--- src/core/bbs_pkg.sv ---
// constants and types for the host-side battery-backed sram port controller
// assumes a single 40 MHz clock and an asynchronous byte-wide static ram outside
// What this block does
// - host holds address through write and deasserts between cycles
// - host gives write data setup before end; it stops driving on the same edge that the strobe rises
// - gate may stay low, but host must avoid bus contention
// - host keeps select and strobe inactive 5 ms after power-up
package bbs_pkg;
  localparam int unsigned CLK_HZ        = 40_000_000;
  localparam int unsigned ADDR_W        = 15;
  localparam int unsigned DATA_W        = 8;
  localparam int unsigned NUM_BYTES     = 32768;
  // fast grade timings in ns; recovery in ms, power-fail delay in us
  localparam int unsigned T_ADDR_ACC_NS = 70;
  localparam int unsigned T_SEL_ACC_NS  = 70;
  localparam int unsigned T_GATE_ACC_NS = 35;
  localparam int unsigned T_FLOAT_NS    = 25;
  localparam int unsigned T_WPULSE_NS   = 50;
  localparam int unsigned T_WDATA_NS    = 30;
  localparam int unsigned T_CYCLE_NS    = 70;
  localparam int unsigned T_RECOV_MS    = 5;
  localparam int unsigned T_PF_DELAY_US = 200;
  localparam int unsigned CLK_PS        = 1_000_000_000 / (CLK_HZ / 1000);
  // bus data reaches the controller three edges late through the input filter
  localparam int unsigned SYNC_LAT      = 3;
  function automatic int unsigned ns_up(input int unsigned ns);
    int unsigned c;
    c = (ns * 1000 + CLK_PS - 1) / CLK_PS;
    return (c < 1) ? 1 : c;
  endfunction
  localparam int unsigned CYC_READ      = ns_up(T_ADDR_ACC_NS) + SYNC_LAT;
  localparam int unsigned CYC_FLOAT     = ns_up(T_FLOAT_NS);
  localparam int unsigned CYC_WPULSE    = ns_up(T_WPULSE_NS);
  localparam int unsigned CYC_WDATA     = ns_up(T_WDATA_NS);
  localparam int unsigned CYC_GAP       = ns_up(T_CYCLE_NS);
  localparam int unsigned CYC_RECOV     = (T_RECOV_MS * (CLK_HZ / 1000));
  localparam int unsigned CYC_PF_DELAY  = (T_PF_DELAY_US * (CLK_HZ / 1_000_000));
  localparam logic [7:0]  CNT_ZERO      = 8'h00;
  typedef enum logic [5:0] {
    BBS_RECOVER = 6'b00_0001,
    BBS_IDLE    = 6'b00_0010,
    BBS_READ    = 6'b00_0100,
    BBS_FLOAT   = 6'b00_1000,
    BBS_WRITE   = 6'b01_0000,
    BBS_GAP     = 6'b10_0000
  } bbs_state_t;
endpackage

--- src/core/bbs_sync_if.sv ---
// carrier for synchronised pin levels between the input filter and the controller
// assumes both ends run on i_clk
`timescale 1ns/1ps
`default_nettype none
interface bbs_sync_if;
  logic [7:0] data;
  logic       power_good;
  modport src (output data, output power_good);
  modport dst (input data, input power_good);
endinterface
`default_nettype wire

--- src/core/bbs_host.sv ---
// host-side controller driving a battery-backed 32K x 8 static ram over its pins
// assumes i_power_good comes from an external supervisor; pin levels settle by the next edge
`timescale 1ns/1ps
`default_nettype none
module bbs_host
  import bbs_pkg::*;
#(
  parameter int unsigned RECOV_CYCLES = bbs_pkg::CYC_RECOV,
  parameter int unsigned PF_CYCLES    = bbs_pkg::CYC_PF_DELAY,
  parameter bit          TWO_WIRE     = 1'b0
) (
  // clock and reset
  input  wire logic                      i_clk,
  input  wire logic                      i_reset_n,
  // user request side
  input  wire logic                      i_req,
  input  wire logic                      i_we,
  input  wire logic [bbs_pkg::ADDR_W-1:0] i_addr,
  input  wire logic [bbs_pkg::DATA_W-1:0] i_wdata,
  output logic                           o_ready,
  output logic                           o_rvalid,
  output logic [bbs_pkg::DATA_W-1:0]     o_rdata,
  output logic                           o_busy,
  // supply supervisor, high while supply is above threshold
  input  wire logic                      i_power_good,
  // memory pins
  output logic [bbs_pkg::ADDR_W-1:0]     o_address_lines,
  output logic                           o_sel_n,
  output logic                           o_strobe_n,
  output logic                           o_gate_n,
  input  wire logic [bbs_pkg::DATA_W-1:0] i_data_io_bus,
  output logic [bbs_pkg::DATA_W-1:0]     o_data_io_bus,
  output logic                           o_data_io_oe
);
  bbs_sync_if sif ();
  bbs_pin_sync #(.W(9)) u_sync (
    .i_clk     (i_clk),
    .i_reset_n (i_reset_n),
    .i_raw     ({i_power_good, i_data_io_bus}),
    .sync      (sif)
  );

  bbs_state_t state_q;
  bbs_state_t state_d;
  logic [31:0] cnt_q;
  logic [31:0] cnt_d;
  logic [ADDR_W-1:0] addr_q;
  logic [DATA_W-1:0] wdata_q;
  logic              we_q;
  logic [DATA_W-1:0] rdata_q;
  logic              rvalid_q;
  logic              sel_n_q;
  logic              strobe_n_q;
  logic              gate_n_q;
  logic              oe_q;
  logic              ready_q;
  logic              busy_q;

  // larger of two counts, so a load never cuts a longer pending wait short
  function automatic logic [31:0] max_cnt(input logic [31:0] a, input logic [31:0] b);
    return (a > b) ? a : b;
  endfunction

  wire pwr_ok     = sif.power_good;
  wire cnt_done   = (cnt_q == 32'd0);
  wire take_req   = (state_q == BBS_IDLE) && i_req && pwr_ok;
  // the write flag must be known at the take edge, before we_q has loaded
  wire we_next    = take_req ? i_we : we_q;
  // a read takes the later of address, select and gate access; all start together here
  wire [31:0] rd_cycles = 32'(CYC_READ);
  // write pulse must also cover data setup before the rising edge
  wire [31:0] wr_cycles = max_cnt(32'(CYC_WPULSE), 32'(CYC_WDATA));
  wire [31:0] cnt_dec   = cnt_done ? 32'd0 : (cnt_q - 32'd1);
  // recovery after a drop also covers the late deselect of a fast supply fall
  wire [31:0] pf_load    = 32'(RECOV_CYCLES + PF_CYCLES);
  wire [31:0] recov_hold = max_cnt(cnt_q, 32'(RECOV_CYCLES));
  wire        pf_abort   = !pwr_ok && (state_q != BBS_RECOVER);

  always_comb begin
    state_d = state_q;
    cnt_d   = cnt_dec;
    case (state_q)
      BBS_RECOVER: begin
        // select and strobe stay high until the supply has been good for the full wait
        if (!pwr_ok) begin
          // keep a longer power-fail wait pending while the supply is still low
          cnt_d = recov_hold;
        end else if (cnt_done) begin
          state_d = BBS_IDLE;
        end
      end
      BBS_IDLE: begin
        if (take_req && i_we) begin
          // gate is lowered in two-wire mode, so let the device float first
          state_d = TWO_WIRE ? BBS_FLOAT : BBS_WRITE;
          cnt_d   = TWO_WIRE ? 32'(CYC_FLOAT) : wr_cycles;
        end else if (take_req) begin
          state_d = BBS_READ;
          cnt_d   = rd_cycles;
        end
      end
      BBS_READ: begin
        if (cnt_done) begin
          state_d = BBS_GAP;
          cnt_d   = 32'(CYC_GAP);
        end
      end
      BBS_FLOAT: begin
        if (cnt_done) begin
          state_d = BBS_WRITE;
          cnt_d   = wr_cycles;
        end
      end
      BBS_WRITE: begin
        if (cnt_done) begin
          state_d = BBS_GAP;
          cnt_d   = 32'(CYC_GAP);
        end
      end
      BBS_GAP: begin
        if (cnt_done) begin
          state_d = BBS_IDLE;
        end
      end
      default: begin
        state_d = BBS_RECOVER;
        cnt_d   = 32'(RECOV_CYCLES);
      end
    endcase
    // a supply drop aborts any cycle; the device ignores pins meanwhile
    if (pf_abort) begin
      state_d = BBS_RECOVER;
      cnt_d   = pf_load;
    end
  end

  wire in_write   = (state_d == BBS_WRITE);
  wire in_float   = (state_d == BBS_FLOAT);
  wire in_read    = (state_d == BBS_READ);
  wire sel_n_d    = !(in_read || in_write || in_float);
  wire strobe_n_d = !(in_write || in_float);
  wire gate_n_d   = TWO_WIRE ? (state_d == BBS_RECOVER) : !in_read;
  // drive data only during the strobe after the device has floated
  wire oe_d       = in_write && we_next;
  // the filter delay is already counted into the read length
  wire sample_rd  = (state_q == BBS_READ) && cnt_done;
  wire ready_d    = (state_d == BBS_IDLE) && pwr_ok;
  wire busy_d     = !ready_d;

  always_ff @(posedge i_clk or negedge i_reset_n) begin
    if (!i_reset_n) begin
      state_q <= BBS_RECOVER;
      cnt_q   <= 32'(RECOV_CYCLES);
    end else begin
      state_q <= state_d;
      cnt_q   <= cnt_d;
    end
  end

  always_ff @(posedge i_clk or negedge i_reset_n) begin
    if (!i_reset_n) begin
      addr_q  <= '0;
      wdata_q <= '0;
      we_q    <= 1'b0;
    end else if (take_req) begin
      // address and data are held for the whole cycle
      addr_q  <= i_addr;
      wdata_q <= i_wdata;
      we_q    <= i_we;
    end
  end

  always_ff @(posedge i_clk or negedge i_reset_n) begin
    if (!i_reset_n) begin
      sel_n_q    <= 1'b1;
      strobe_n_q <= 1'b1;
      gate_n_q   <= 1'b1;
      oe_q       <= 1'b0;
    end else begin
      sel_n_q    <= sel_n_d;
      strobe_n_q <= strobe_n_d;
      gate_n_q   <= gate_n_d;
      oe_q       <= oe_d;
    end
  end

  // busy has its own flop so both status outputs come straight from registers
  always_ff @(posedge i_clk or negedge i_reset_n) begin
    if (!i_reset_n) begin
      ready_q <= 1'b0;
      busy_q  <= 1'b1;
    end else begin
      ready_q <= ready_d;
      busy_q  <= busy_d;
    end
  end

  always_ff @(posedge i_clk or negedge i_reset_n) begin
    if (!i_reset_n) begin
      rdata_q  <= '0;
      rvalid_q <= 1'b0;
    end else begin
      rvalid_q <= sample_rd;
      if (sample_rd) begin
        rdata_q <= sif.data;
      end
    end
  end

  assign o_address_lines = addr_q;
  assign o_data_io_bus   = wdata_q;
  assign o_data_io_oe    = oe_q;
  assign o_sel_n         = sel_n_q;
  assign o_strobe_n      = strobe_n_q;
  assign o_gate_n        = gate_n_q;
  assign o_ready         = ready_q;
  assign o_busy          = busy_q;
  assign o_rvalid        = rvalid_q;
  assign o_rdata         = rdata_q;
endmodule
`default_nettype wire

--- src/core/bbs_pin_sync.sv ---
// three-stage synchroniser for pins coming from outside the clock domain
// assumes i_clk is the controller clock; stage one feeds only stage two
`timescale 1ns/1ps
`default_nettype none
module bbs_pin_sync #(
  parameter int unsigned W = 9
) (
  // clock and reset
  input  wire logic         i_clk,
  input  wire logic         i_reset_n,
  // raw pins
  input  wire logic [W-1:0] i_raw,
  // filtered result
  bbs_sync_if.src           sync
);
  logic [W-1:0] s1_q;
  logic [W-1:0] s2_q;
  logic [W-1:0] s3_q;
  logic [W-1:0] out_q;
  wire  [W-1:0] agree_mask = ~(s2_q ^ s3_q);
  wire  [W-1:0] out_d      = (agree_mask & s2_q) | (~agree_mask & out_q);
  always_ff @(posedge i_clk or negedge i_reset_n) begin
    if (!i_reset_n) begin
      s1_q  <= '0;
      s2_q  <= '0;
      s3_q  <= '0;
      out_q <= '0;
    end else begin
      s1_q  <= i_raw;
      s2_q  <= s1_q;
      s3_q  <= s2_q;
      out_q <= out_d;
    end
  end
  assign sync.data       = out_q[7:0];
  assign sync.power_good = out_q[8];
endmodule
`default_nettype wire

--- config.mk ---
export PLATFORM = sky130hd
export DESIGN_NAME = bbs_host
export DESIGN_NICKNAME = d
export VERILOG_FILES = /design/src/core/bbs_pkg.sv /design/src/core/bbs_sync_if.sv /design/src/core/bbs_host.sv /design/src/core/bbs_pin_sync.sv
export SDC_FILE = /design/constraint.sdc
export NUM_CORES = 1
export LEC_CHECK = 0
export ABC_AREA = 1
export BUFFER_PORTS_ARGS = -buffer_cell sky130_fd_sc_hd__buf_2
export CAP_MARGIN = 20
export CORE_ASPECT_RATIO = 0.9
export CORE_UTILIZATION = 57
export DETAILED_ROUTE_END_ITERATION = 16
export GPL_TIMING_DRIVEN = 0
export HOLD_SLACK_MARGIN = 0.05
export PLACE_DENSITY_LB_ADDON = 0.08
export SETUP_SLACK_MARGIN = 0.02
export SLEW_MARGIN = 25
export SYNTH_ARGS = -nofsm -noshare
export SYNTH_HDL_FRONTEND = slang
export SYNTH_SLANG_ARGS = --single-unit
--- constraint.sdc ---
create_clock -name i_clk -period 1.9 [get_ports i_clk]
set_input_delay 0.475 -clock i_clk [delete_from_list [all_inputs] [get_ports i_clk]]
set_output_delay 0.475 -clock i_clk [all_outputs]
set_load 0.02 [all_outputs]
[Yosys cells after proc, flatten, opt, wreduce, memory -nomap -nowiden]
Index checks and enable logic that the tools add are counted.
Word-level totals
  flip-flop bits (word level): 113
  word-level logic and storage cells: 72
  output and inout bits: 38
Operators by class
  reductions and logical operators: 17
  bitwise logic cells: 6
  equal/unequal tests: 12
  $add $sub $neg: 1
  magnitude comparators: 1
  muxes and demuxes: 18
Operators with widths (number)
  $mux 32: 8
  $pmux 32 s5: 1
  $mux 6: 7
  $gt 32x18->1 const B: 1
  $logic_not 32->1: 1
  $sub 32x1->32 const B: 1
  $pmux 6 s5: 1
  $and 9x9->9: 2
  $not 9->9: 2
  $eq 6x2->1 const B: 2
  $eq 6x3->1 const B: 2
  $eq 6x4->1 const B: 2
  $eq 6x5->1 const B: 2
  $or 9x9->9: 1
  $xor 9x9->9: 1
  $logic_and 1x1->1: 7
  $eq 6x1->1 const B: 1
  $eq 6x6->1 const B: 1
  $ne 6x1->1 const B: 1
  $logic_not 1->1: 5
  $ne 4x3->1 const B: 1
  $logic_or 1x1->1: 3
  $reduce_or 2->1: 1
  $mux 1: 1

[Logic depth before layout (Yosys ltp)]
Gate-level depths: netlist (run 1).
  depth after elaboration: 11
  gate-level depth with buffers: 14
  depth with buffers taken out: 13

[Modules after synthesis]
Synthesis (run 1) repeated with hierarchy kept, for this count alone.
Unflattened totals
  cells, all modules: 622
  area total of the unflattened synthesis: 5240.0 µm²
By module, submodules not included
  bbs_host: instances 1, cells each 550, sequential area each 1940.6 µm², area each 4192.8 µm²
  bbs_pin_sync: instances 1, cells each 72, sequential area each 900.9 µm², area each 1047.3 µm²

[Worst setup path after synthesis (run 1)]
Ideal clock, no wire load.
  kind: register to register
  start: reg cnt_q[0]
  end: reg cnt_q[26]
  setup slack: 0.200 ns
  buffers on the path: 0
  clock period less this slack: 1.700 ns
  cell stages (with the launch flop): 12
  data arrival time: 1.581 ns
  path through: dfrtp_1 inv_1 ha_1 nand2_2 nor2_2 nand2_1 nor2_1 nand2_1 nor3_1 nand2_1 xor2_1 nor2_2
On the way
  longest elaborated chain between the ends: 6
RTL lines
  start, declared: line bbs_host.sv:45  | logic [31:0] cnt_q;
  start signal, assigned: line bbs_host.sv:153  | cnt_q <= 32'(RECOV_CYCLES);
  start signal, assigned: line bbs_host.sv:156  | cnt_q <= cnt_d;
  $sub 32x1->32 / $logic_not 32->1 (equally long branches): line bbs_host.sv:73, bbs_host.sv:65
  $mux 32: line bbs_host.sv:73  | wire [31:0] cnt_dec = cnt_done ? 32'd0 : (cnt_q - 32'd1);
  $mux 32: line bbs_host.sv:97  | end else if (take_req) begin
  $mux 32: line bbs_host.sv:93  | if (take_req && i_we) begin
  $pmux 32 s5: line bbs_host.sv:82  | case (state_q)
  $mux 32: line bbs_host.sv:131  | if (pf_abort) begin
Parallel ways exist; a longest one is shown, timed or not.
A chain may end at the register's enable or synchronous reset.

[Final worst setup path (run 1)]
  start: reg state_q[0]
  end: reg cnt_q[20]
On the way
  longest elaborated chain between the ends: 7
RTL lines
  start, declared: line bbs_host.sv:43  | bbs_state_t state_q;
  start signal, assigned: line bbs_host.sv:155  | state_q <= state_d;
  $eq 6x2->1: line bbs_host.sv:66, bbs_host.sv:82
  $logic_and 1x1->1 (2 in series): line bbs_host.sv:66  | wire take_req = (state_q == BBS_IDLE) && i_req && pwr_ok;
  $mux 32 / $logic_and 1x1->1 (equally long branches): line bbs_host.sv:97, bbs_host.sv:93
  $mux 32: line bbs_host.sv:93
  $pmux 32 s5: line bbs_host.sv:82
  $mux 32: line bbs_host.sv:131
Parallel ways exist; a longest one is shown, timed or not.

==> results.yml, run 1 <==
run_status:
  outcome: "finished, violations left"
  violations: "negative setup slack"
setup_path:
  crit_type: "reg -> reg"
  arrival_ns: 2.80
  reg2reg_slack_ns: -0.44
  cp_slowest_cell: "dfstp_2"
  critPathLaunchType: "flip-flop"
  critical-path-max-stage-delay_ns: 0.55
  r2r_start: "state_q[0]"
  critPathMaxFanout: 5
  cp_cell_sequence: "inv_2 > nor2_4 > nand4_1 > nand3_2 > nor2_4 > nor2_4 > nand2_2 > nand2_4 > inv_6 > buf_12 > buf_12 > nor2_4"
  cp_common_cell: "nor2_4"
  rr_endpoint: "cnt_q[20]"
  timing.critical_path.to_type: "flip-flop"
  required_ns: 2.36
  r2r_cells: 12
global_route:
  grt_pass1_vias: 4686
  grt_overflow_total: 0
  grt_max_degree: 81
  gr-usage-all-layers: 0.313
  antenna_found_initial: 0
  grt_first_pass_wirelength_um: 22300
sta:
  finalCritPeriodShare: 1.23
  relSlewSlack: 0.723
  fin_skew_ns: 0.0142
  min_period_ns: 2.34
  tightestPinTransition_ns: 0.411
  finalSetupViolations: 65
  drv_slew: 0
  setup_slack_ns: -0.442
  rsz0062_at_grt: "yes"
  finalHoldViolations: 0
  fmax_mhz: 427
final_layout:
  antenna_cells: 0
  multi_input_area_um2: 2670
  fillers: 385
  final_common_cell: "nand2_1"
  regArea_um2: 2850
  final_cell_mix: "97 x nand2_1, 92 x dfrtp_1, 72 x buf_2, 56 x inv_1, 46 x buf_4"
  drive_above_1_share: 0.483
  area_delta_synth_final_pct: 46.6
  fin_nets: 764
  final_cell_area_um2: 7680
synthesis:
  avgSynthCellArea_um2: 9.20
  yosys_warnings: 0
  synthesis.area_um2: 5240
  ys_seq_area_frac: 0.542
  ys_types: 40
  async_flop_share: 1.00
  synthesis.nets: 608
  synthCells: 570
  ys.flop_type: "dfrtp_1"
  ys_ff_latch: 113
  synth-edff-count: 0
route:
  firstDrtPassIters: 6
  postRouteAntennaNets: 0
  wl_per_cell_um: 21.4
  first_iter_violations: 563
  routed_wirelength_um: 18400
  vias: 5201
  drc: 0
  viasPerCell: 6.06
min_path:
  min-delay-start: "i_data_io_bus[7]"
  whs_endpoint: "u_sync.s1_q[7]"
  holdPathStages: 1
  hold_class: "in -> reg"
placed_design:
  io_buffers: 73
  dpl_cell_area_um2: 5790
  place.gp.congestion: 0.947
  dp_hpwl_um: 8250
cts:
  cts-root-buf: "clkbuf_8"
  cts_buffer_depth: 2
  cts.sinks: 113
  clk_pin_slew_ns: 0.06
  cts_buffers: 17
  clock_latency_ns: 0.53
  cts_tree: "built"
  htree_levels: 4
power:
  leakagePower_nw: 3.86
  ir_worst_vdd_uv: 839
  switching_share: 0.320
  switchingPower_w: 0.00274
  combPwrFrac: 0.253
  finalPower_w: 0.00856
  intPower_w: 0.00582
  power.share.clock: 0.422
  p_per_area_nw_per_um2: 1110
  seqPwrFrac: 0.324
floorplanning:
  die_w_um: 103
  dieArea_um2: 9580
  die_h_um: 93.0
  num_io_pins: 74
  num_rows: 32
  core_um2: 8730
  initial_utilization: 0.600
flow_run:
  cap_violations: 0
[worst max-delay path: cells and delay by family, from the launching register on]
kind	cells	cell delay [ns]
buf+inv	4	0.41
flops	1	0.55
simple gates	8	1.31
[metal layers]
layer,vias up,track usage,part of all wire
met4,0,0.146,0.076
met3,167,0.0815,0.10
met5,-,0,0
met1,2472,0.387,0.35
li1,2132,-,-
met2,430,0.513,0.47
[area by class of cell]
cell class,instances,share of cell area
Tap cell,119,0.0194
Buffer,6,0.0104
Inverter,75,0.0392
Clock inverter,11,0.0257
Multi-Input combinational cell,376,0.347
Clock buffer,21,0.0611
Timing Repair Buffer,137,0.126
Sequential cell,113,0.371
[power by group through the flow]
| stage | Combinational, W | Clock [W] | Sequential (W) |
|---|---|---|---|
| after floorplan | 0.000829 | 0 | 0.00270 |
| after global placement | 0.00111 | 0 | 0.00273 |
| after detailed placement | 0.00115 | 0 | 0.00273 |
| after CTS | 0.00146 | 0.00358 | 0.00271 |
| after global routing | 0.00227 | 0.00378 | 0.00278 |
| final | 0.00217 | 0.00361 | 0.00278 |
[Yosys cell counts (2+ instances only)]
library cell,n,area (µm²)
nor2_4,3,33.8
ha_1,2,25.0
nand4_1,9,56.3
inv_2,7,26.3
a21oi_1,15,75.1
o211ai_1,2,15.0
o21ai_0,14,70.1
buf_4,2,15.0
buf_2,3,15.0
nor2_2,26,163
mux2_2,23,259
maj3_1,9,90.1
nand2_2,9,56.3
xor2_1,11,96.3
inv_1,67,251
nand4_2,2,25.0
nor3_1,9,45.0
dfstp_2,11,289
buf_6,2,22.5
a22oi_1,2,15.0
dfrtp_1,102,2550
nand2_1,126,473
nand3_1,33,165
nor2_1,65,244
[cell families after synthesis]
family          share of synthesized area
compound gates                     0.0430
flops                               0.542
fa+ha+maj                          0.0220
mux                                0.0494
buf+inv                            0.0642
simple gates                        0.261
xor+xnor                           0.0184
[state kept, by name (all words and copies together) (netlist names), 6 cells and up, named ones only]
register	flops
u_sync.s2_q	9
u_sync.s3_q	9
u_sync.s1_q	9
o_data_io_bus	8
o_rdata	8
state_q	6
cnt_q	32
o_address_lines	15
[how the worst max path moves through the flow]
stage / end / cells past startpoint / slack [ns] / startpoint
after global placement: cnt_q[23] / 1 / -0.87 / i_reset_n
after detailed placement: cnt_q[30] / 12 / -0.13 / cnt_q[0]
final: cnt_q[20] / 12 / -0.44 / state_q[0]
after CTS: cnt_q[20] / 15 / -0.01 / state_q[1]
after global routing: cnt_q[4] / 12 / -0.55 / state_q[0]
after floorplan: cnt_q[26] / 11 / 0.20 / cnt_q[0]
[per-stage QoR]
| step | instances | setup TNS (ns) | util | worst slack, ns | hold slack [ns] |
|---|---|---|---|---|---|
| floorplan | 570 | 0 | - | 0.200 | 0.179 |
| CTS | 822 | -0.0594 | 0.789 | -0.0145 | 0.0523 |
| detailed placement | 763 | -2.36 | 0.663 | -0.130 | 0.335 |
| finish | 858 | -11.67 | 0.880 | -0.442 | 0.0618 |
| global route | 858 | -16.87 | 0.880 | -0.547 | 0.0454 |
| global placement | 762 | -91.75 | 0.659 | -0.870 | 0.333 |
[timing repair]
item / 4_1_cts / 5_1_grt
resized for setup: 50 / 144
cloned: 2 / 1
pin swaps: 13 / 51
buffers inserted: 19 / 35
endpoints found under the hold margin: 28 / 1
setup endpoints to repair: 52 / 63
hold buffers: 6 / 1
No activity file was read; power rests on OpenSTA's default activity.
==> run 2: changes to the inputs <==
--- a/config.mk
+++ b/config.mk
@@ -18,4 +18,5 @@
 export SLEW_MARGIN = 25
 export SYNTH_ARGS = -nofsm -noshare
 export SYNTH_HDL_FRONTEND = slang
+export SYNTH_HIERARCHICAL = 1
 export SYNTH_SLANG_ARGS = --single-unit
==> run 2 against run 1 <==
  * The flow still finishes with violations (negative setup slack)
  * Sequential power fell by 1%
  * Setup slack improved by 0.15 ns
  * Sequential share of layout area rose by 0.31 points
  * Total power fell by 4.3%
  * Clock-buffer cell count fell by 1
  * Design area fell by 0.96%
  * Critical endpoint is now cnt_q[12]
==> results.yml, run 2 <==
setup_path:
  cp_cell_sequence: "inv_1 > nand2_4 > nor2_4 > nand3_2 > nand2_1 > nand2_1 > nand2_2 > nand3_4 > buf_6 > nand2_8 > clkinvlp_4 > nor2_1"
  critPathLaunchType: "flip-flop"
  crit_type: "reg -> reg"
  required_ns: 2.34
  cp_top_family: "simple AND/OR/NAND/NOR gates"
  cp_slowest_cell: "dfrtp_2"
  arrival_ns: 2.64
  critical-path-max-stage-delay_ns: 0.45
  critPathMaxFanout: 7
  critPathBufInv: 3
  cp_common_cell: "nand2_1"
  timing.critical_path.to_type: "flip-flop"
sta:
  fin_skew_ns: 0.0113
  drv_slew: 0
  fmax_mhz: 456
  finalSetupViolations: 50
  rsz0062_at_grt: "yes"
  tightestPinTransition_ns: 0.507
  min_period_ns: 2.19
  finalHoldViolations: 0
  setup_slack_ns: -0.294
  finalCritPeriodShare: 1.15
  relSlewSlack: 0.661
  hold_ws_ns: 0.0625
placed_design:
  place.gp.congestion: 0.909
  dpl_cell_area_um2: 5790
  dp_hpwl_um: 8190
  dp_cells: 815
  io_buffers: 73
  place_ws_ns: -0.344
route:
  postRouteAntennaNets: 0
  routed_wirelength_um: 18300
  viasPerCell: 5.90
  first_iter_violations: 623
  firstDrtPassIters: 5
  wl_per_cell_um: 19.8
  drc: 0
  vias: 5454
synthesis:
  synth_top_family_by_area: "simple AND/OR/NAND/NOR gates"
  async_flop_share: 1.00
  ys_seq_area_frac: 0.542
  synthMuxAreaShare: 0
  synth.area.top_cells: "dfrtp_1 49%, nand2_1 12%, dfstp_2 5.5%, nor2_1 5.4%, inv_1 5.2%"
  synth-xor-area-share: 0.0134
  synth-adder-area-share: 0.00478
  synthSimpleGateAreaFrac: 0.308
  synth-edff-count: 0
  netlist.area_leader.share: 0.487
  synth_compound_area_frac: 0.0628
  ys.flop_type: "dfrtp_1"
  ys_ff_latch: 113
  synthesis.area_um2: 5240
  synthTopCellsByCount: "170 x nand2_1, 102 x dfrtp_1, 75 x nor2_1"
  yosysMostFrequentCell: "nand2_1"
  synth_area_leader_cell: "dfrtp_1"
  yosys_warnings: 6
  synthCells: 622
  synthesis.nets: 660
  avgSynthCellArea_um2: 8.42
  ys_types: 38
cts:
  clk_pin_slew_ns: 0.06
  cts_buffer_depth: 2
  cts.sinks: 113
  clock_latency_ns: 0.53
  htree_levels: 4
  cts_tree: "built"
  cts_buffers: 17
  cts-root-buf: "clkbuf_8"
final_layout:
  final_cell_mix: "143 x nand2_1, 95 x dfrtp_1, 73 x buf_2, 61 x buf_4, 51 x inv_1"
  antenna_cells: 0
  final_cell_area_um2: 7610
  largest_register_ffs: 32
  drive_above_1_share: 0.461
  fin_nets: 830
  max_flop_register: "cnt_q"
  area_delta_synth_final_pct: 45.2
  stdcell_count: 924
  final_common_cell: "nand2_1"
power:
  ir_worst_vdd_uv: 848
  p_per_area_nw_per_um2: 1080
  leakagePower_nw: 3.92
global_route:
  grt_overflow_total: 0
  grt_first_pass_wirelength_um: 21500
  grt_pass1_vias: 4694
  gr-usage-all-layers: 0.299
  antenna_found_initial: 1
  grt_max_degree: 79
floorplanning:
  num_io_pins: 74
  dieArea_um2: 9580
  initial_utilization: 0.600
  die_w_um: 103
  die_h_um: 93.0
  core_um2: 8730
  num_rows: 32
run_status:
  outcome: "finished, violations left"
  violations: "negative setup slack"
flow_run:
  cap_violations: 0
min_path:
  hold_class: "in -> reg"
run 2: cell types whose count changed after synthesis, sizes merged, moves of 6 or more:
| cell | previous run | this run |
|---|---|---|
| maj3 | 9 | 0 |
| nor2 | 95 | 104 |
| mux2 | 23 | 0 |
| a21oi | 15 | 23 |
| o21ai | 14 | 20 |
| nand2 | 136 | 190 |
run 2: per-stage QoR:
| step | total power, W | util | TNS [ns] |
|---|---|---|---|
| floorplan | 0.00361 | - | 0 |
| CTS | 0.00743 | 0.789 | 0 |
| detailed placement | 0.00397 | 0.663 | -5.20 |
| global route | 0.00844 | 0.872 | -13.15 |
| finish | 0.00819 | 0.872 | -7.95 |
| global placement | 0.00392 | 0.659 | -98.59 |
run 2: final cells by class:
cell class                 instances  area [µm²]
inverter                          79         314
clock inverter                    12         154
fill                             444        1120
clock buffer                      20         445
multi-input combinational        422        2570
timing repair buffer             152        1050
buffer                             7        76.3
tap                              119         149
sequential                       113        2850
run 2: cells by family after synthesis:
kind of cell             Yosys count
flip-flops                       113
AO/OA/AOI/OAI                     56
AND/OR/NAND/NOR                  356
adder cells (fa/ha/maj)            2
buffers and inverters             87
XOR/XNOR                           8
run 2: what timing repair did:
item | CTS | global route
endpoints found under the setup margin | 37 | 67
setup buffers | 32 | 36
gates resized for setup | 37 | 154
hold buffers | 9 | 0
hold endpoints to repair | 32 | 0
pin swaps | 25 | 60
cloned | 1 | 0
run 2: final timing paths:
kind | startpoint | to | slack, ns | cells after the start
max | cnt_q[9] | cnt_q[12] | -0.29 | 12
min in group asynchronous | i_reset_n | o_rdata[1] | 0.41 | 2
max in group asynchronous | i_reset_n | cnt_q[9] | 0.80 | 3
min | i_data_io_bus[5] | u_sync/s1_q[5] | 0.06 | 1
min reg2reg | u_sync/s1_q[2] | u_sync/s2_q[2] | 0.35 | 0
max reg2reg | cnt_q[9] | cnt_q[12] | -0.29 | 12
run 2: power breakdown:
part           internal, W  switching, W
registers          0.00257      0.000174
clock network      0.00207       0.00121
logic             0.000860       0.00131
total              0.00550       0.00269
run 2: per-layer routing:
metal  global-route usage  part of all wire
met5                    0           0.00060
met4                0.129             0.070
met3               0.0717              0.12
met2                0.461              0.45
met1                0.403              0.36
